## config.mk

```make
export PLATFORM = sky130hd
export DESIGN_NAME = text_video_timing_and_mapper
export DESIGN_NICKNAME = d
export VERILOG_FILES = /design/src/vtm_pkg.sv /design/src/char_clock_divider.sv /design/src/text_video_timing_and_mapper.sv
export SDC_FILE = /design/constraint.sdc
export NUM_CORES = 1
export LEC_CHECK = 0
export CORE_MARGIN = 2
export CORE_UTILIZATION = 55
export CTS_CLUSTER_DIAMETER = 60
export CTS_CLUSTER_SIZE = 24
export DETAILED_ROUTE_END_ITERATION = 16
export DONT_BUFFER_PORTS = 1
export PLACE_DENSITY = 0.7
export SLEW_MARGIN = 30
export SYNTH_ARGS = -nofsm -noshare
export SYNTH_HDL_FRONTEND = slang
export SYNTH_SLANG_ARGS = --single-unit
```

## constraint.sdc

```tcl
create_clock -name I_CORE_CLK -period 1.66 [get_ports I_CORE_CLK]
set_clock_uncertainty 0.1 [all_clocks]
set_input_delay 0.166 -clock I_CORE_CLK [delete_from_list [all_inputs] [get_ports I_CORE_CLK]]
set_output_delay 0.166 -clock I_CORE_CLK [all_outputs]
set_load 0.005 [all_outputs]
```

## src/vtm_pkg.sv

```systemverilog
// Shared constants, types and helpers for the text video timing and mapper block.
package vtm_pkg;

  // ----------------------------------------------------------------------
  // Clock rates
  // ----------------------------------------------------------------------
  localparam int unsigned CORE_CLK_HZ = 50000000;  // Core clock rate, one dot per edge.
  localparam int unsigned DOT_NOM_HZ  = 16000000;  // Nominal crystal dot rate.
  localparam int unsigned DOT_MAX_HZ  = 20000000;  // Highest dot rate to tolerate.

  // ----------------------------------------------------------------------
  // Dot divider and field positions
  // ----------------------------------------------------------------------
  localparam logic [3:0] DIV_TERMINAL  = 4'hf;   // Up-counter value that marks char load.
  localparam logic [3:0] DIV_RESET_VAL = 4'h7;   // Count after reset (nine dots).
  localparam int unsigned COL_LOW_BITS = 4;      // Column bits passed straight through.
  localparam int unsigned HOST_HI_BIT  = 12;     // Host address bit choosing the byte half.
  localparam int unsigned MODE_LSB     = 8;      // First mode bit in the data word.
  localparam logic [1:0] EXT_MODE_CODE = 2'h1;   // Mode bit pair that selects external mode.
  localparam logic [11:0] ADDR_RESET   = 12'h000; // Memory address after reset.
  localparam logic [7:0]  BYTE_RESET   = 8'h00;   // Latched byte after reset.

  // ----------------------------------------------------------------------
  // Composite level, Gray coded from sync up to white
  // ----------------------------------------------------------------------
  typedef enum logic [1:0] {
    LVL_SYNC  = 2'h0,  // Blacker than black.
    LVL_BLACK = 2'h1,  // Black picture level.
    LVL_GRAY  = 2'h3,  // Reduced intensity.
    LVL_WHITE = 2'h2   // Full white.
  } level_t;

  // ----------------------------------------------------------------------
  // Carriers
  // ----------------------------------------------------------------------
  typedef struct packed {
    logic [6:0] col;     // Column counter bits 0 to 6.
    logic [4:0] row;     // Row counter bits 0 to 4.
    logic       shared;  // Shared column 7 or row 5 output.
  } crt_count_t;

  typedef struct packed {
    logic        sel;    // Host selects display memory.
    logic [12:0] addr;   // Host address inside the 8K window.
  } host_req_t;

  // ----------------------------------------------------------------------
  // Gap-free mapping: row times columns-per-16 plus upper column bits
  // ----------------------------------------------------------------------
  function automatic logic [7:0] map_upper(input logic [5:0] row, input logic [3:0] colhi,
                                           input logic [3:0] xcols);
    logic [10:0] sum;
    // Widen before multiplying so that tall screens do not wrap the product.
    sum = 11'(row) * 11'(xcols) + 11'(colhi);
    return sum[7:0];
  endfunction

endpackage

```

## src/char_clock_divider.sv

```systemverilog
// Loadable 4-bit dot divider that produces the character load strobe.
`timescale 1ns/10ps

module char_clock_divider (
  input  wire logic       i_clk,        // Dot clock.
  input  wire logic       i_rst_n,      // Synchronised reset, active low.
  input  wire logic [3:0] i_load_val,   // Switch value, sixteen minus dots.
  input  wire logic       i_run,        // Counter advances while high.
  output logic      [3:0] o_count,      // Present count.
  output logic            o_char_load   // High on the last dot of a character.
);

  logic [3:0] count_r;    // Divider state.
  logic [3:0] count_nxt;  // Next divider state.

  // ----------------------------------------------------------------------
  // Next count: reload at the terminal value, hold while stopped
  // ----------------------------------------------------------------------
  always_comb begin
    count_nxt = count_r;
    if (i_run) begin
      if (count_r == vtm_pkg::DIV_TERMINAL) begin
        count_nxt = i_load_val;
      end else begin
        count_nxt = 4'(count_r + 4'h1);
      end
    end
  end

  // Register only.
  always_ff @(posedge i_clk or negedge i_rst_n) begin
    if (!i_rst_n) begin
      count_r <= vtm_pkg::DIV_RESET_VAL;
    end else begin
      count_r <= count_nxt;
    end
  end

  assign o_count     = count_r;
  assign o_char_load = (count_r == vtm_pkg::DIV_TERMINAL);
endmodule

```

## src/text_video_timing_and_mapper.sv

```systemverilog
// Video back end: dot divider, memory mapping, blanking, composite level, external lock.
`timescale 1ns/10ps

// Function
// - Char clock from reloading 4-bit up-counter.
// - One dot per clock, up to 20 MHz.
// - Low four address bits from column directly.
// - Upper address equals row times X plus columns.
// - Shared pin is column 7 or row 5.
// - 16-bit word: character low, attribute high.
// - Lower 4K low byte, upper 4K high.
// - Mode bits pick external generator, disable drivers.
// - Host select ORed into blanking.
// - Select delayed by character clock register first.
// - Either sync forces composite sync level.
// - Pixel one gives white, zero black.
// - White with reduced intensity gives gray.
// - Line end captured, next load stops oscillator.
// - External line edge restarts stopped oscillator.
// - Field end captured, next load stops counter.
// - External field edge restarts stopped counter.
module text_video_timing_and_mapper (
  input  wire logic                I_CORE_CLK,           // Dot clock, 50 MHz.
  input  wire logic                I_RESETN,             // Asynchronous reset, active low.
  input  wire logic [3:0]          I_DOT_LOAD,           // Divider load, sixteen minus dots.
  input  wire logic [3:0]          I_COLS_PER_16,        // Displayed columns over 16, rounded up.
  input  wire logic                I_WIDE_COLS,          // More than 128 columns shown.
  input  wire vtm_pkg::crt_count_t I_CRT_COUNT,          // Controller column and row counters.
  input  wire logic                I_CRT_HSYNC,          // Controller line sync, high active.
  input  wire logic                I_CRT_VSYNC,          // Controller field sync, high active.
  input  wire logic                I_CRT_BLANK,          // Controller retrace blanking.
  input  wire vtm_pkg::host_req_t  I_HOST,               // Host display memory request.
  input  wire logic [15:0]         I_VIDEO_MEM_DATA,     // Word read from display memory.
  input  wire logic                I_PIXEL,              // Serial pixel from video generator.
  input  wire logic                I_REDUCED,            // Reduced intensity request.
  input  wire logic                I_EXT_SYNC_EN,        // Lock to external sync.
  input  wire logic                I_LINE_PULSE_POLARITY, // Inverts external line sync.
  input  wire logic                I_FIELD_POLARITY,     // Inverts external field sync.
  input  wire logic                I_EXT_HSYNC,          // External line sync.
  input  wire logic                I_EXT_VSYNC,          // External field sync.
  output logic                     O_CHAR_LOAD,          // Character load strobe, one dot.
  output logic [11:0]              O_VIDEO_MEM_ADDR,     // Display memory address.
  output logic                     O_LANE_LO,            // Host reaches low byte.
  output logic                     O_LANE_HI,            // Host reaches high byte.
  output logic [7:0]               O_CHAR_CODE,          // Latched character code.
  output logic [7:0]               O_ATTR,               // Latched attribute byte.
  output logic                     O_INT_CHAR_EN,        // Internal character drivers on.
  output logic                     O_EXT_GEN_EN,         // External generator memory on.
  output logic                     O_BLANK,              // Video blanking.
  output vtm_pkg::level_t          O_LEVEL,              // Composite output level.
  output logic                     O_OSC_RUN,            // Dot oscillator running.
  output logic                     O_CNT_EN              // Dot counter enabled.
);

  // ----------------------------------------------------------------------
  // Reset release
  // ----------------------------------------------------------------------
  logic rst_meta_r;  // First reset stage, read only by the second.
  logic rst_n;       // Released reset used everywhere else.

  // Release is synchronised so no flop sees the edge near a clock edge.
  always_ff @(posedge I_CORE_CLK or negedge I_RESETN) begin
    if (!I_RESETN) begin
      rst_meta_r <= 1'b0;
      rst_n      <= 1'b0;
    end else begin
      rst_meta_r <= 1'b1;
      rst_n      <= rst_meta_r;
    end
  end

  // ----------------------------------------------------------------------
  // Dot divider
  // ----------------------------------------------------------------------
  logic       osc_stop_r;   // Oscillator held by line lock.
  logic       cnt_stop_r;   // Counter held by field lock.
  logic       run;          // Dots advance.
  logic       char_load;    // Last dot of a character.
  logic       load_taken;   // Character load that really happens.

  // One dot per core clock; the core clock stands in for the crystal, so any
  // crystal rate up to the rated maximum is simply a slower core clock.
  assign run        = !osc_stop_r && !cnt_stop_r;
  assign load_taken = char_load && run;

  char_clock_divider u_div (
    .i_clk       (I_CORE_CLK),
    .i_rst_n     (rst_n),
    .i_load_val  (I_DOT_LOAD),
    .i_run       (run),
    .o_count     (),
    .o_char_load (char_load)
  );

  // ----------------------------------------------------------------------
  // External lock
  // ----------------------------------------------------------------------
  logic ext_h;                      // Polarity-adjusted external line sync.
  logic ext_v;                      // Polarity-adjusted external field sync.
  logic h_prev_r, h_prev_nxt;       // Previous controller line sync.
  logic v_prev_r, v_prev_nxt;       // Previous controller field sync.
  logic eh_prev_r, eh_prev_nxt;     // Previous external line sync.
  logic ev_prev_r, ev_prev_nxt;     // Previous external field sync.
  logic h_cap_r, h_cap_nxt;         // Line end seen, stop pending.
  logic v_cap_r, v_cap_nxt;         // Field end seen, stop pending.
  logic osc_stop_nxt;               // Next oscillator hold.
  logic cnt_stop_nxt;               // Next counter hold.
  logic eh_fall;                    // Falling external line edge.
  logic ev_fall;                    // Falling external field edge.

  // Polarity inputs are static straps read every cycle.
  assign ext_h   = I_EXT_HSYNC ^ I_LINE_PULSE_POLARITY;
  assign ext_v   = I_EXT_VSYNC ^ I_FIELD_POLARITY;
  assign eh_fall = eh_prev_r && !ext_h;
  assign ev_fall = ev_prev_r && !ext_v;

  // A stop that coincides with a restart edge wins, so the hold never gets lost;
  // the source must then send another edge. Leaving lock mode drops all holds.
  always_comb begin
    h_prev_nxt   = I_CRT_HSYNC;
    v_prev_nxt   = I_CRT_VSYNC;
    eh_prev_nxt  = ext_h;
    ev_prev_nxt  = ext_v;
    h_cap_nxt    = h_cap_r;
    v_cap_nxt    = v_cap_r;
    osc_stop_nxt = osc_stop_r;
    cnt_stop_nxt = cnt_stop_r;
    if (!I_EXT_SYNC_EN) begin
      h_cap_nxt    = 1'b0;
      v_cap_nxt    = 1'b0;
      osc_stop_nxt = 1'b0;
      cnt_stop_nxt = 1'b0;
    end else begin
      if (I_CRT_HSYNC && !h_prev_r) begin
        h_cap_nxt = 1'b1;
      end else if (h_cap_r && load_taken) begin
        h_cap_nxt = 1'b0;
      end
      if (I_CRT_VSYNC && !v_prev_r) begin
        v_cap_nxt = 1'b1;
      end else if (v_cap_r && load_taken) begin
        v_cap_nxt = 1'b0;
      end
      if (h_cap_r && load_taken) begin
        osc_stop_nxt = 1'b1;
      end else if (eh_fall) begin
        osc_stop_nxt = 1'b0;
      end
      if (v_cap_r && load_taken) begin
        cnt_stop_nxt = 1'b1;
      end else if (ev_fall) begin
        cnt_stop_nxt = 1'b0;
      end
    end
  end

  // Register only.
  always_ff @(posedge I_CORE_CLK or negedge rst_n) begin
    if (!rst_n) begin
      h_prev_r   <= 1'b0;
      v_prev_r   <= 1'b0;
      eh_prev_r  <= 1'b0;
      ev_prev_r  <= 1'b0;
      h_cap_r    <= 1'b0;
      v_cap_r    <= 1'b0;
      osc_stop_r <= 1'b0;
      cnt_stop_r <= 1'b0;
    end else begin
      h_prev_r   <= h_prev_nxt;
      v_prev_r   <= v_prev_nxt;
      eh_prev_r  <= eh_prev_nxt;
      ev_prev_r  <= ev_prev_nxt;
      h_cap_r    <= h_cap_nxt;
      v_cap_r    <= v_cap_nxt;
      osc_stop_r <= osc_stop_nxt;
      cnt_stop_r <= cnt_stop_nxt;
    end
  end

  // ----------------------------------------------------------------------
  // Address, data and video path
  // ----------------------------------------------------------------------
  logic [5:0]      row6;                    // Row number with shared bit placed.
  logic [3:0]      colhi;                   // Upper column bits with shared bit placed.
  logic [11:0]     addr_r, addr_nxt;        // Display memory address.
  logic            lo_r, lo_nxt;            // Low byte lane.
  logic            hi_r, hi_nxt;            // High byte lane.
  logic [7:0]      char_r, char_nxt;        // Character code.
  logic [7:0]      attr_r, attr_nxt;        // Attribute byte.
  logic            ext_r, ext_nxt;          // External character mode.
  logic            sel_d_r, sel_d_nxt;      // Host select seen at character load.
  vtm_pkg::level_t lvl_r, lvl_nxt;          // Composite level.

  // The one shared controller pin feeds column 7 on wide screens, else row 5.
  assign colhi = {I_WIDE_COLS & I_CRT_COUNT.shared, I_CRT_COUNT.col[6:4]};
  assign row6  = {!I_WIDE_COLS & I_CRT_COUNT.shared, I_CRT_COUNT.row};

  // Host select is resampled only on character loads; memory settles a whole
  // character late, so blanking holds zero to one character time.
  always_comb begin
    addr_nxt  = addr_r;
    lo_nxt    = 1'b0;
    hi_nxt    = 1'b0;
    char_nxt  = char_r;
    attr_nxt  = attr_r;
    ext_nxt   = ext_r;
    sel_d_nxt = sel_d_r;
    if (I_HOST.sel) begin
      addr_nxt = I_HOST.addr[11:0];
      lo_nxt   = !I_HOST.addr[vtm_pkg::HOST_HI_BIT];
      hi_nxt   = I_HOST.addr[vtm_pkg::HOST_HI_BIT];
    end else begin
      addr_nxt[3:0]  = I_CRT_COUNT.col[3:0];
      addr_nxt[11:4] = vtm_pkg::map_upper(row6, colhi, I_COLS_PER_16);
    end
    if (load_taken) begin
      sel_d_nxt = I_HOST.sel;
      char_nxt  = I_VIDEO_MEM_DATA[7:0];
      attr_nxt  = I_VIDEO_MEM_DATA[15:8];
      ext_nxt   = (I_VIDEO_MEM_DATA[vtm_pkg::MODE_LSB +: 2] == vtm_pkg::EXT_MODE_CODE);
    end
    if (I_CRT_HSYNC || I_CRT_VSYNC) begin
      lvl_nxt = vtm_pkg::LVL_SYNC;
    end else if (I_PIXEL && !O_BLANK) begin
      lvl_nxt = I_REDUCED ? vtm_pkg::LVL_GRAY : vtm_pkg::LVL_WHITE;
    end else begin
      lvl_nxt = vtm_pkg::LVL_BLACK;
    end
  end

  // Register only.
  always_ff @(posedge I_CORE_CLK or negedge rst_n) begin
    if (!rst_n) begin
      addr_r  <= vtm_pkg::ADDR_RESET;
      lo_r    <= 1'b0;
      hi_r    <= 1'b0;
      char_r  <= vtm_pkg::BYTE_RESET;
      attr_r  <= vtm_pkg::BYTE_RESET;
      ext_r   <= 1'b0;
      sel_d_r <= 1'b0;
      lvl_r   <= vtm_pkg::LVL_BLACK;
    end else begin
      addr_r  <= addr_nxt;
      lo_r    <= lo_nxt;
      hi_r    <= hi_nxt;
      char_r  <= char_nxt;
      attr_r  <= attr_nxt;
      ext_r   <= ext_nxt;
      sel_d_r <= sel_d_nxt;
      lvl_r   <= lvl_nxt;
    end
  end

  // ----------------------------------------------------------------------
  // Outputs
  // ----------------------------------------------------------------------
  assign O_CHAR_LOAD      = load_taken;
  assign O_VIDEO_MEM_ADDR = addr_r;
  assign O_LANE_LO        = lo_r;
  assign O_LANE_HI        = hi_r;
  assign O_CHAR_CODE      = char_r;
  assign O_ATTR           = attr_r;
  assign O_INT_CHAR_EN    = !ext_r;
  assign O_EXT_GEN_EN     = ext_r;
  assign O_BLANK          = I_CRT_BLANK | sel_d_r;
  assign O_LEVEL          = lvl_r;
  assign O_OSC_RUN        = !osc_stop_r;
  assign O_CNT_EN         = !cnt_stop_r;
endmodule

```

==> results of run 1 <==
sequential cells by signal, summed over array words and instances (netlist names), 2 cells and up:
signal	flops
O_VIDEO_MEM_ADDR	12
O_ATTR	8
O_CHAR_CODE	8
u_div.o_count	4
O_LEVEL	2
layout by cell type, fill, tap and decap left out, drive strengths merged, types with 2 or more instances in the layout:
| cell | n |
|---|---|
| a21boi | 3 |
| a21oi | 7 |
| a31oi | 3 |
| and2 | 16 |
| buf | 21 |
| clkbuf | 6 |
| clkinvlp | 2 |
| dfrtp | 44 |
| dfstp | 4 |
| dlygate4sd3 | 44 |
| fa | 10 |
| ha | 16 |
| inv | 21 |
| mux2 | 6 |
| nand2 | 70 |
| nand2b | 2 |
| nand3b | 3 |
| nor2 | 5 |
| nor2b | 5 |
| nor3 | 3 |
| o21ai | 9 |
| o22ai | 2 |
| xnor2 | 5 |
| xor2 | 4 |
report_power, final:
part,switching (mW),total (mW),internal [mW]
Clock,0.391,0.728,0.337
Sequential,0.286,1.83,1.55
Combinational,0.850,1.76,0.912
Total,1.53,4.32,2.80
per-layer routing:
layer  part of all wire, %  GRT usage [%]
met1                    38           25.6
met2                    56           48.3
met3                   4.8           4.28
met4                   1.5           7.00
met5                     0              0
final cells by class:
| cell class | count | area (um^2) | share of cell area, % |
|---|---|---|---|
| flip-flops and latches | 48 | 1210 | 33.5 |
| clock buffers | 6 | 82.6 | 2.29 |
| clock inverters | 2 | 15.0 | 0.416 |
| well taps | 54 | 67.6 | 1.87 |
| repair buffers | 65 | 647 | 17.9 |
| inverters | 22 | 87.6 | 2.43 |
| multi-input cells | 184 | 1500 | 41.6 |
worst paths after layout:
kind	end	slack (ps)	cells past startpoint
setup / recovery	O_VIDEO_MEM_ADDR[11]	-780	11
hold / removal	O_VIDEO_MEM_ADDR[6]	-160	1
hold reg to reg	u_div.o_count[3]	110	0
min in group asynchronous	u_div.o_count[3]	110	0
max in group asynchronous	O_LEVEL[0]	780	1
setup reg to reg	O_CHAR_CODE[1]	40	7
critical path, cell delays in order:
cell,delay (ps)
nand2_8,30
fa_1,540
fa_1,430
fa_1,500
inv_2,50
ha_4,290
nand2b_4,70
a21oi_4,140
o22ai_2,80
xnor2_1,150
o21ai_1,80
per-stage QoR:
stage	utilization [%]	std cells	setup TNS, ps	power (mW)
after floorplan	-	260	-5010	2.79
after global placement	62.4	322	-5460	3.09
after detailed placement	62.4	322	-5720	3.15
after CTS	77.1	381	-3680	4.20
after global routing	77.9	381	-4320	4.61
final	77.9	381	-3740	4.32
timing repair:
action	4_1_cts	5_1_grt
cloned	1	0
pin swaps	13	3
gates resized for setup	13	15
setup endpoints to repair	7	26
buffers inserted	7	1
endpoints found under the hold margin	46	8
kinds of logic (layout without fill, tap and decap cells):
kind of cell / count (synthesis) / after routing / share of synthesized area (%)
adder cells (fa/ha/maj): 26 / 26 / 15.4
other: 1 / 1 / 0.144
flip-flops: 48 / 48 / 46.3
multiplexers: 7 / 7 / 2.98
AO/OA/AOI/OAI: 30 / 30 / 7.06
AND/OR/NAND/NOR: 111 / 111 / 19.9
buffers and inverters: 28 / 95 / 4.95
XOR/XNOR: 9 / 9 / 3.31
==> flow_summary.ini, run 1 <==
[run_status]
outcome = complete, but fails checks
violations = hold timing, setup timing

[power_and_ir_drop]
p_leak_nw = 1.65
power_density_nw_per_um2 = 1200
peakVddDrop_uv = 435

[cells_and_area]
fin_area_um2 = 3610
area_growth_pct = 38.5
n_antenna_cell = 0
drive_gt1_share_pct = 23.9
n_fill_cell = 293
nNetsFinal = 416

[route]
drt_iter0_drc = 127
viasPerCell = 5.35
dr.pass1.iters = 4
wl_um = 6270
routed-via-count = 2037
wire_per_inst_um = 16.5
postRouteAntennaNets = 0
route.detailed.drc = 0

[die]
core_region_area_um2 = 4630
die_x_um = 72.8
dieArea_um2 = 5300
ios = 102
rows = 25
start_util_pct = 56.3
die_h_um = 72.8

[clock_tree]
cts_tree = yes
numClockSinks = 48
cts.clk_slew.worst_paths_ps = 90
postCtsHoldBufs = 44
cts_buffers = 5
h-tree-depth = 2
clockBufferDepth = 2
clk_latency_ps = 300
clockRootBuffer = clkbuf_8

[timing]
setup-violations-final = 7
fin_ws_ps = -778
hold_violations = 8
min_period_over_period_pct = 147
hold_slack_ps = -160
rsz0062_at_grt = true
slew_viol_final = 0
max_freq_mhz = 410
period_needed_ps = 2440

[placed_design]
gp_congestion = 0.704
io_buffers = 0
hpwl_um = 3920
placed_cell_area_um2 = 2890
place_ws_ps = -1180

[logic_synthesis]
synth_area_um2 = 2600
yosys.area.top_type_share_pct = 42.3
synthTopCellsByCount = nand2_1 (69), dfrtp_1 (44), inv_1 (21)
ys_seq_area_share_pct = 46.3
synth_edf_count = 0
synth-seq-cells = 48
syn_inst = 260
synth_ff_type = dfrtp_1
ys_warn_count = 0
synth_area_leaders = dfrtp_1 (42%), nand2_1 (9.9%), fa_1 (7.7%), ha_1 (7.7%), dfstp_2 (4.0%)
synth_nets = 350
async_reset_ff_share_pct = 100
synth_most_common_cell = nand2_1
netlist.top_cell.by_area = dfrtp_1
synth.distinct_cells = 44
avgSynthCellArea_um2 = 10.0

[min_path]
hold_path_class = in -> reg
min_from = I_HOST[13]

[worst_setup_path]
start_kind = primary input
critPathKind = in -> reg
crit_start = I_CRT_COUNT[3]
crit_arrival_ps = 2520
path_max_fanout = 4
timing.rr.start = u_div.o_count[0]
required_ps = 1750
end_kind = flip-flop

[run]
drv_cap = 0

[global_route]
overflow = 0
grt_pass1_vias = 2140
grt_pass1_wl_um = 9740
grt_max_degree = 30
grt_usage_pct = 24.3
antenna_found_initial = 0
Note: power is estimated with default switching activity, not from simulation.
==> run 2: changes to the inputs <==
Settings changed: CELL_PAD_IN_SITES_DETAIL_PLACEMENT set to 2, CELL_PAD_IN_SITES_GLOBAL_PLACEMENT set to 2, CORE_UTILIZATION 55 to 37, CTS_BUF_LIST set to sky130_fd_sc_hd__clkbuf_16, PLACE_DENSITY 0.7 to unset, PLACE_DENSITY_LB_ADDON set to 0.1.
==> flow_summary.ini, run 2 (synthesis results as in run 1) <==
[timing]
slew_viol_final = 0
max_freq_mhz = 372
hold_slack_ps = -134
min_period_over_period_pct = 162
period_needed_ps = 2690
setup-violations-final = 25
hold_violations = 8
fin_ws_ps = -1030
rsz0062_at_grt = true

[cells_and_area]
nNetsFinal = 424
area_growth_pct = 51.7
fin_area_um2 = 3950
final_common_cell = nand2_1
multiInputGateArea_um2 = 1620
n_fill_cell = 637
largest_reg_flops = 12
seqCellArea_um2 = 1210
final_cell_mix = nand2_1 (45), dlygate4sd3_1 (44), dfrtp_1 (43)
drive_gt1_share_pct = 34.3

[placed_design]
io_buffers = 0
hpwl_um = 4990
placed_cell_area_um2 = 2960
gp_congestion = 0.734

[power_and_ir_drop]
intPower_mw = 3.43
p_leak_nw = 1.79
p_seq_share_pct = 33.9
pwr-share-comb_pct = 44.6
clockPowerShare_pct = 21.5
power_density_nw_per_um2 = 1420
peakVddDrop_uv = 455
p_sw_mw = 2.16
p_sw_share_pct = 38.6

[min_path]
whs_path_depth = 1
hold_end = O_VIDEO_MEM_ADDR[7]
min_from = I_HOST[13]
hold_path_class = in -> reg

[die]
rows = 30
ios = 102
start_util_pct = 38.3
die_x_um = 87.9
dieArea_um2 = 7730
core_region_area_um2 = 6790
die_h_um = 87.9

[clock_tree]
numClockSinks = 48
clockRootBuffer = clkbuf_16
h-tree-depth = 2
cts_tree = yes
clockBufferDepth = 2
cts_buffers = 5
cts.clk_slew.worst_paths_ps = 70
clk_latency_ps = 290
postCtsHoldBufs = 44

[route]
route.detailed.drc = 0
wl_um = 12300
dr.pass1.iters = 4
viasPerCell = 5.25
routed-via-count = 2272
drt_iter0_drc = 68
wire_per_inst_um = 28.3
postRouteAntennaNets = 0

[run]
drv_cap = 0

[worst_setup_path]
crit_arrival_ps = 2750
timing.rr.end = osc_stop_r
timing.rr.start = u_div.o_count[0]
end_kind = flip-flop
required_ps = 1730
reg2reg_slack_ps = -110
ff2ff_path_depth = 8
start_kind = primary input
path_max_fanout = 4
critPathKind = in -> reg

[global_route]
grt_usage_pct = 26.3
grt_pass1_wl_um = 14800
grt_max_degree = 42
grt_pass1_vias = 2658
overflow = 0
antenna_found_initial = 2

[run_status]
violations = hold timing, setup timing
outcome = complete, but fails checks
-- run 2: changes by cell type in the layout (fill, tap and decap cells not counted), moves of 4 or more --
cell	previous run	this run
nand2_4	1	5
clkbuf_8	6	0
nand2_1	64	45
clkbuf_16	0	6
buf_4	15	19
nand2_2	4	19
-- run 2: through the flow --
stage	total power, mW	setup WS, ps	TNS [ps]	cells	utilization (%)
after floorplan	2.79	-1040	-5010	260	-
after global placement	3.18	-1110	-5660	366	43.5
after detailed placement	3.25	-1190	-5880	366	43.5
after CTS	4.85	-803	-3980	427	55.2
after global routing	5.82	-1080	-6560	433	58.2
final	5.59	-1030	-5910	433	58.2
-- run 2: layout make-up --
class / instances / area share [%]
Multi-Input combinational cell: 184 / 40.9
Sequential cell: 48 / 30.5
Timing Repair Buffer: 73 / 18.9
Clock buffer: 5 / 3.17
Tap cell: 96 / 3.04
Inverter: 22 / 2.22
Clock inverter: 3 / 1.08
Antenna cell: 2 / 0.127
-- run 2: how the worst max path moves through the flow --
stage | to | startpoint | slack (ps)
finish | O_VIDEO_MEM_ADDR[11] | I_CRT_COUNT[3] | -1030
global placement | O_VIDEO_MEM_ADDR[11] | I_CRT_COUNT[3] | -1110
floorplan | O_VIDEO_MEM_ADDR[11] | I_CRT_COUNT[3] | -1040
global route | O_VIDEO_MEM_ADDR[11] | I_CRT_COUNT[3] | -1080
CTS | O_VIDEO_MEM_ADDR[11] | I_CRT_COUNT[3] | -800
detailed placement | O_VIDEO_MEM_ADDR[11] | I_CRT_COUNT[2] | -1190
-- run 2: critical path, stage by stage --
cell	delay, ps
nand2_8	30
fa_1	580
fa_1	450
fa_1	530
inv_2	60
ha_4	300
nand2b_4	70
a21oi_4	140
o22ai_2	90
xnor2_1	210
o21ai_1	120
-- run 2: power by group through the flow --
| stage | registers [mW] | clock network (mW) | logic [mW] |
|---|---|---|---|
| final | 1.90 | 1.20 | 2.50 |
| after floorplan | 1.78 | 0 | 1.01 |
| after detailed placement | 1.85 | 0 | 1.41 |
| after global routing | 1.93 | 1.26 | 2.63 |
| after CTS | 1.83 | 1.16 | 1.87 |
| after global placement | 1.83 | 0 | 1.34 |
-- run 2: metal layers --
layer	up-vias	wire length (um)	global-route usage [%]
li1	986	-	-
met1	1172	4490	29.2
met2	90	6950	50.0
met3	24	484	4.34
met4	0	338	9.51
met5	-	0	0
-- run 2: timing repair --
action,in CTS,in global routing
endpoints found under the hold margin,49,8
endpoints found under the setup margin,8,30
resized for setup,15,50
pin swaps,7,17
buffers inserted,7,4
gates cloned,2,1
==> run 3: changes to the inputs <==
Settings changed: PLACE_DENSITY set to 0.76, PLACE_DENSITY_LB_ADDON 0.1 to unset, SKIP_LAST_GASP set to 1.
==> flow_summary.ini, run 3 (synthesis results as in run 1) <==
[timing]
hold_violations = 9
max_freq_mhz = 388
period_needed_ps = 2580
setup-violations-final = 10
hold_slack_ps = -134
slew_viol_final = 0
fin_ws_ps = -919
min_period_over_period_pct = 155
rsz0062_at_grt = true

[min_path]
hold_end = O_VIDEO_MEM_ADDR[11]
min_from = I_HOST[13]
hold_path_class = in -> reg
whs_path_depth = 1

[power_and_ir_drop]
clockPowerShare_pct = 20.4
pwr-share-comb_pct = 41.8
intPower_mw = 3.10
p_seq_share_pct = 37.8
peakVddDrop_uv = 496
p_leak_nw = 1.69
p_sw_share_pct = 38.5
power_mw = 5.04
power_density_nw_per_um2 = 1340
p_sw_mw = 1.94

[clock_tree]
cts_buffers = 5
cts.clk_slew.worst_paths_ps = 60
clockRootBuffer = clkbuf_16
clk_latency_ps = 290
numClockSinks = 48
postCtsHoldBufs = 43
h-tree-depth = 2
cts_tree = yes
clockBufferDepth = 2

[global_route]
grt_pass1_wl_um = 14200
grt_max_degree = 28
overflow = 0
grt_pass1_vias = 2645
antenna_found_initial = 0
grt_usage_pct = 24.8

[worst_setup_path]
crit_arrival_ps = 2650
required_ps = 1730
ff2ff_path_depth = 7
timing.rr.end = O_ATTR[4]
path_max_fanout = 6
timing.rr.start = u_div.o_count[1]
reg2reg_slack_ps = -10
end_kind = flip-flop
critPathKind = in -> reg
start_kind = primary input

[cells_and_area]
drive_gt1_share_pct = 27.5
area_growth_pct = 44.1
n_fill_cell = 654
final_cell_mix = nand2_1 (60), dfrtp_1 (43), dlygate4sd3_1 (43)
final_cells = 423
n_antenna_cell = 0
largest_reg_flops = 12
final_common_cell = nand2_1
nNetsFinal = 416

[die]
die_h_um = 87.9
rows = 30
start_util_pct = 38.3
die_x_um = 87.9
dieArea_um2 = 7730
core_region_area_um2 = 6790
ios = 102

[placed_design]
gp_congestion = 0.729
io_buffers = 0
dpl.cell_count = 364
hpwl_um = 5080

[run_status]
violations = hold timing, setup timing
outcome = complete, but fails checks

[route]
postRouteAntennaNets = 0
route.detailed.drc = 0
drt_iter0_drc = 82
wl_um = 9950
dr.pass1.iters = 4
routed-via-count = 2161
viasPerCell = 5.11
wire_per_inst_um = 23.5

[run]
drv_cap = 0
[run 3: metal layers]
layer  wire, um  vias up  GRT usage, %
met3        471       17          5.94
met2       5660       79          49.0
met4        238        0          8.11
met1       3580     1098          25.1
met5          0        -             0
li1           -      967             -
[run 3: area by class of cell]
type | instances | area, um^2 | area share (%)
timing repair buffer | 65 | 644 | 17.2
inverter | 22 | 85.1 | 2.27
clock inverter | 3 | 18.8 | 0.500
multi-input combinational | 184 | 1550 | 41.4
sequential | 48 | 1210 | 32.2
clock buffer | 5 | 125 | 3.33
tap | 96 | 120 | 3.20
[run 3: critical path, stage by stage]
cell and delay [ps]:
nand2_8 30, fa_1 540, fa_1 430, fa_1 510
inv_2 50, ha_4 290, nand2b_4 80, a21oi_4 170
o22ai_2 90, xnor2_1 180, o21ai_1 100
[run 3: power by group through the flow]
| stage | clock network [mW] | registers (mW) | logic, mW |
|---|---|---|---|
| floorplan | 0 | 1.78 | 1.01 |
| global placement | 0 | 1.85 | 1.27 |
| detailed placement | 0 | 1.87 | 1.35 |
| CTS | 1.00 | 1.84 | 1.83 |
| global route | 1.08 | 1.94 | 2.28 |
| finish | 1.03 | 1.91 | 2.10 |
[run 3: how the worst max path moves through the flow]
stage                            to  cells past startpoint  slack [ps]        startpoint
3_3_place_gp   O_VIDEO_MEM_ADDR[11]                     10       -1110    I_CRT_COUNT[2]
2_1_floorplan  O_VIDEO_MEM_ADDR[11]                     11       -1040    I_CRT_COUNT[3]
5_1_grt        O_VIDEO_MEM_ADDR[11]                     11       -1000  I_COLS_PER_16[1]
4_1_cts        O_VIDEO_MEM_ADDR[11]                     11        -840    I_CRT_COUNT[3]
6_report       O_VIDEO_MEM_ADDR[11]                     11        -920  I_COLS_PER_16[1]
3_5_place_dp   O_VIDEO_MEM_ADDR[11]                     10       -1210    I_CRT_COUNT[2]
[run 3: repair_timing]
action,4_1_cts,5_1_grt
pin swaps,10,16
resized for setup,12,28
endpoints found under the hold margin,45,8
gates cloned,2,0
setup endpoints to repair,7,27
setup buffers,7,1
[run 3: through the flow]
| stage | setup slack [ps] | util [%] | setup TNS [ps] | area (um^2) |
|---|---|---|---|---|
| global placement | -1110 | 43.3 | -5650 | 2940 |
| global route | -996 | 55.2 | -4960 | 3750 |
| finish | -919 | 55.2 | -4300 | 3750 |
| detailed placement | -1210 | 43.3 | -5880 | 2940 |
| CTS | -840 | 54.4 | -4110 | 3690 |
| floorplan | -1040 | - | -5010 | 2740 |
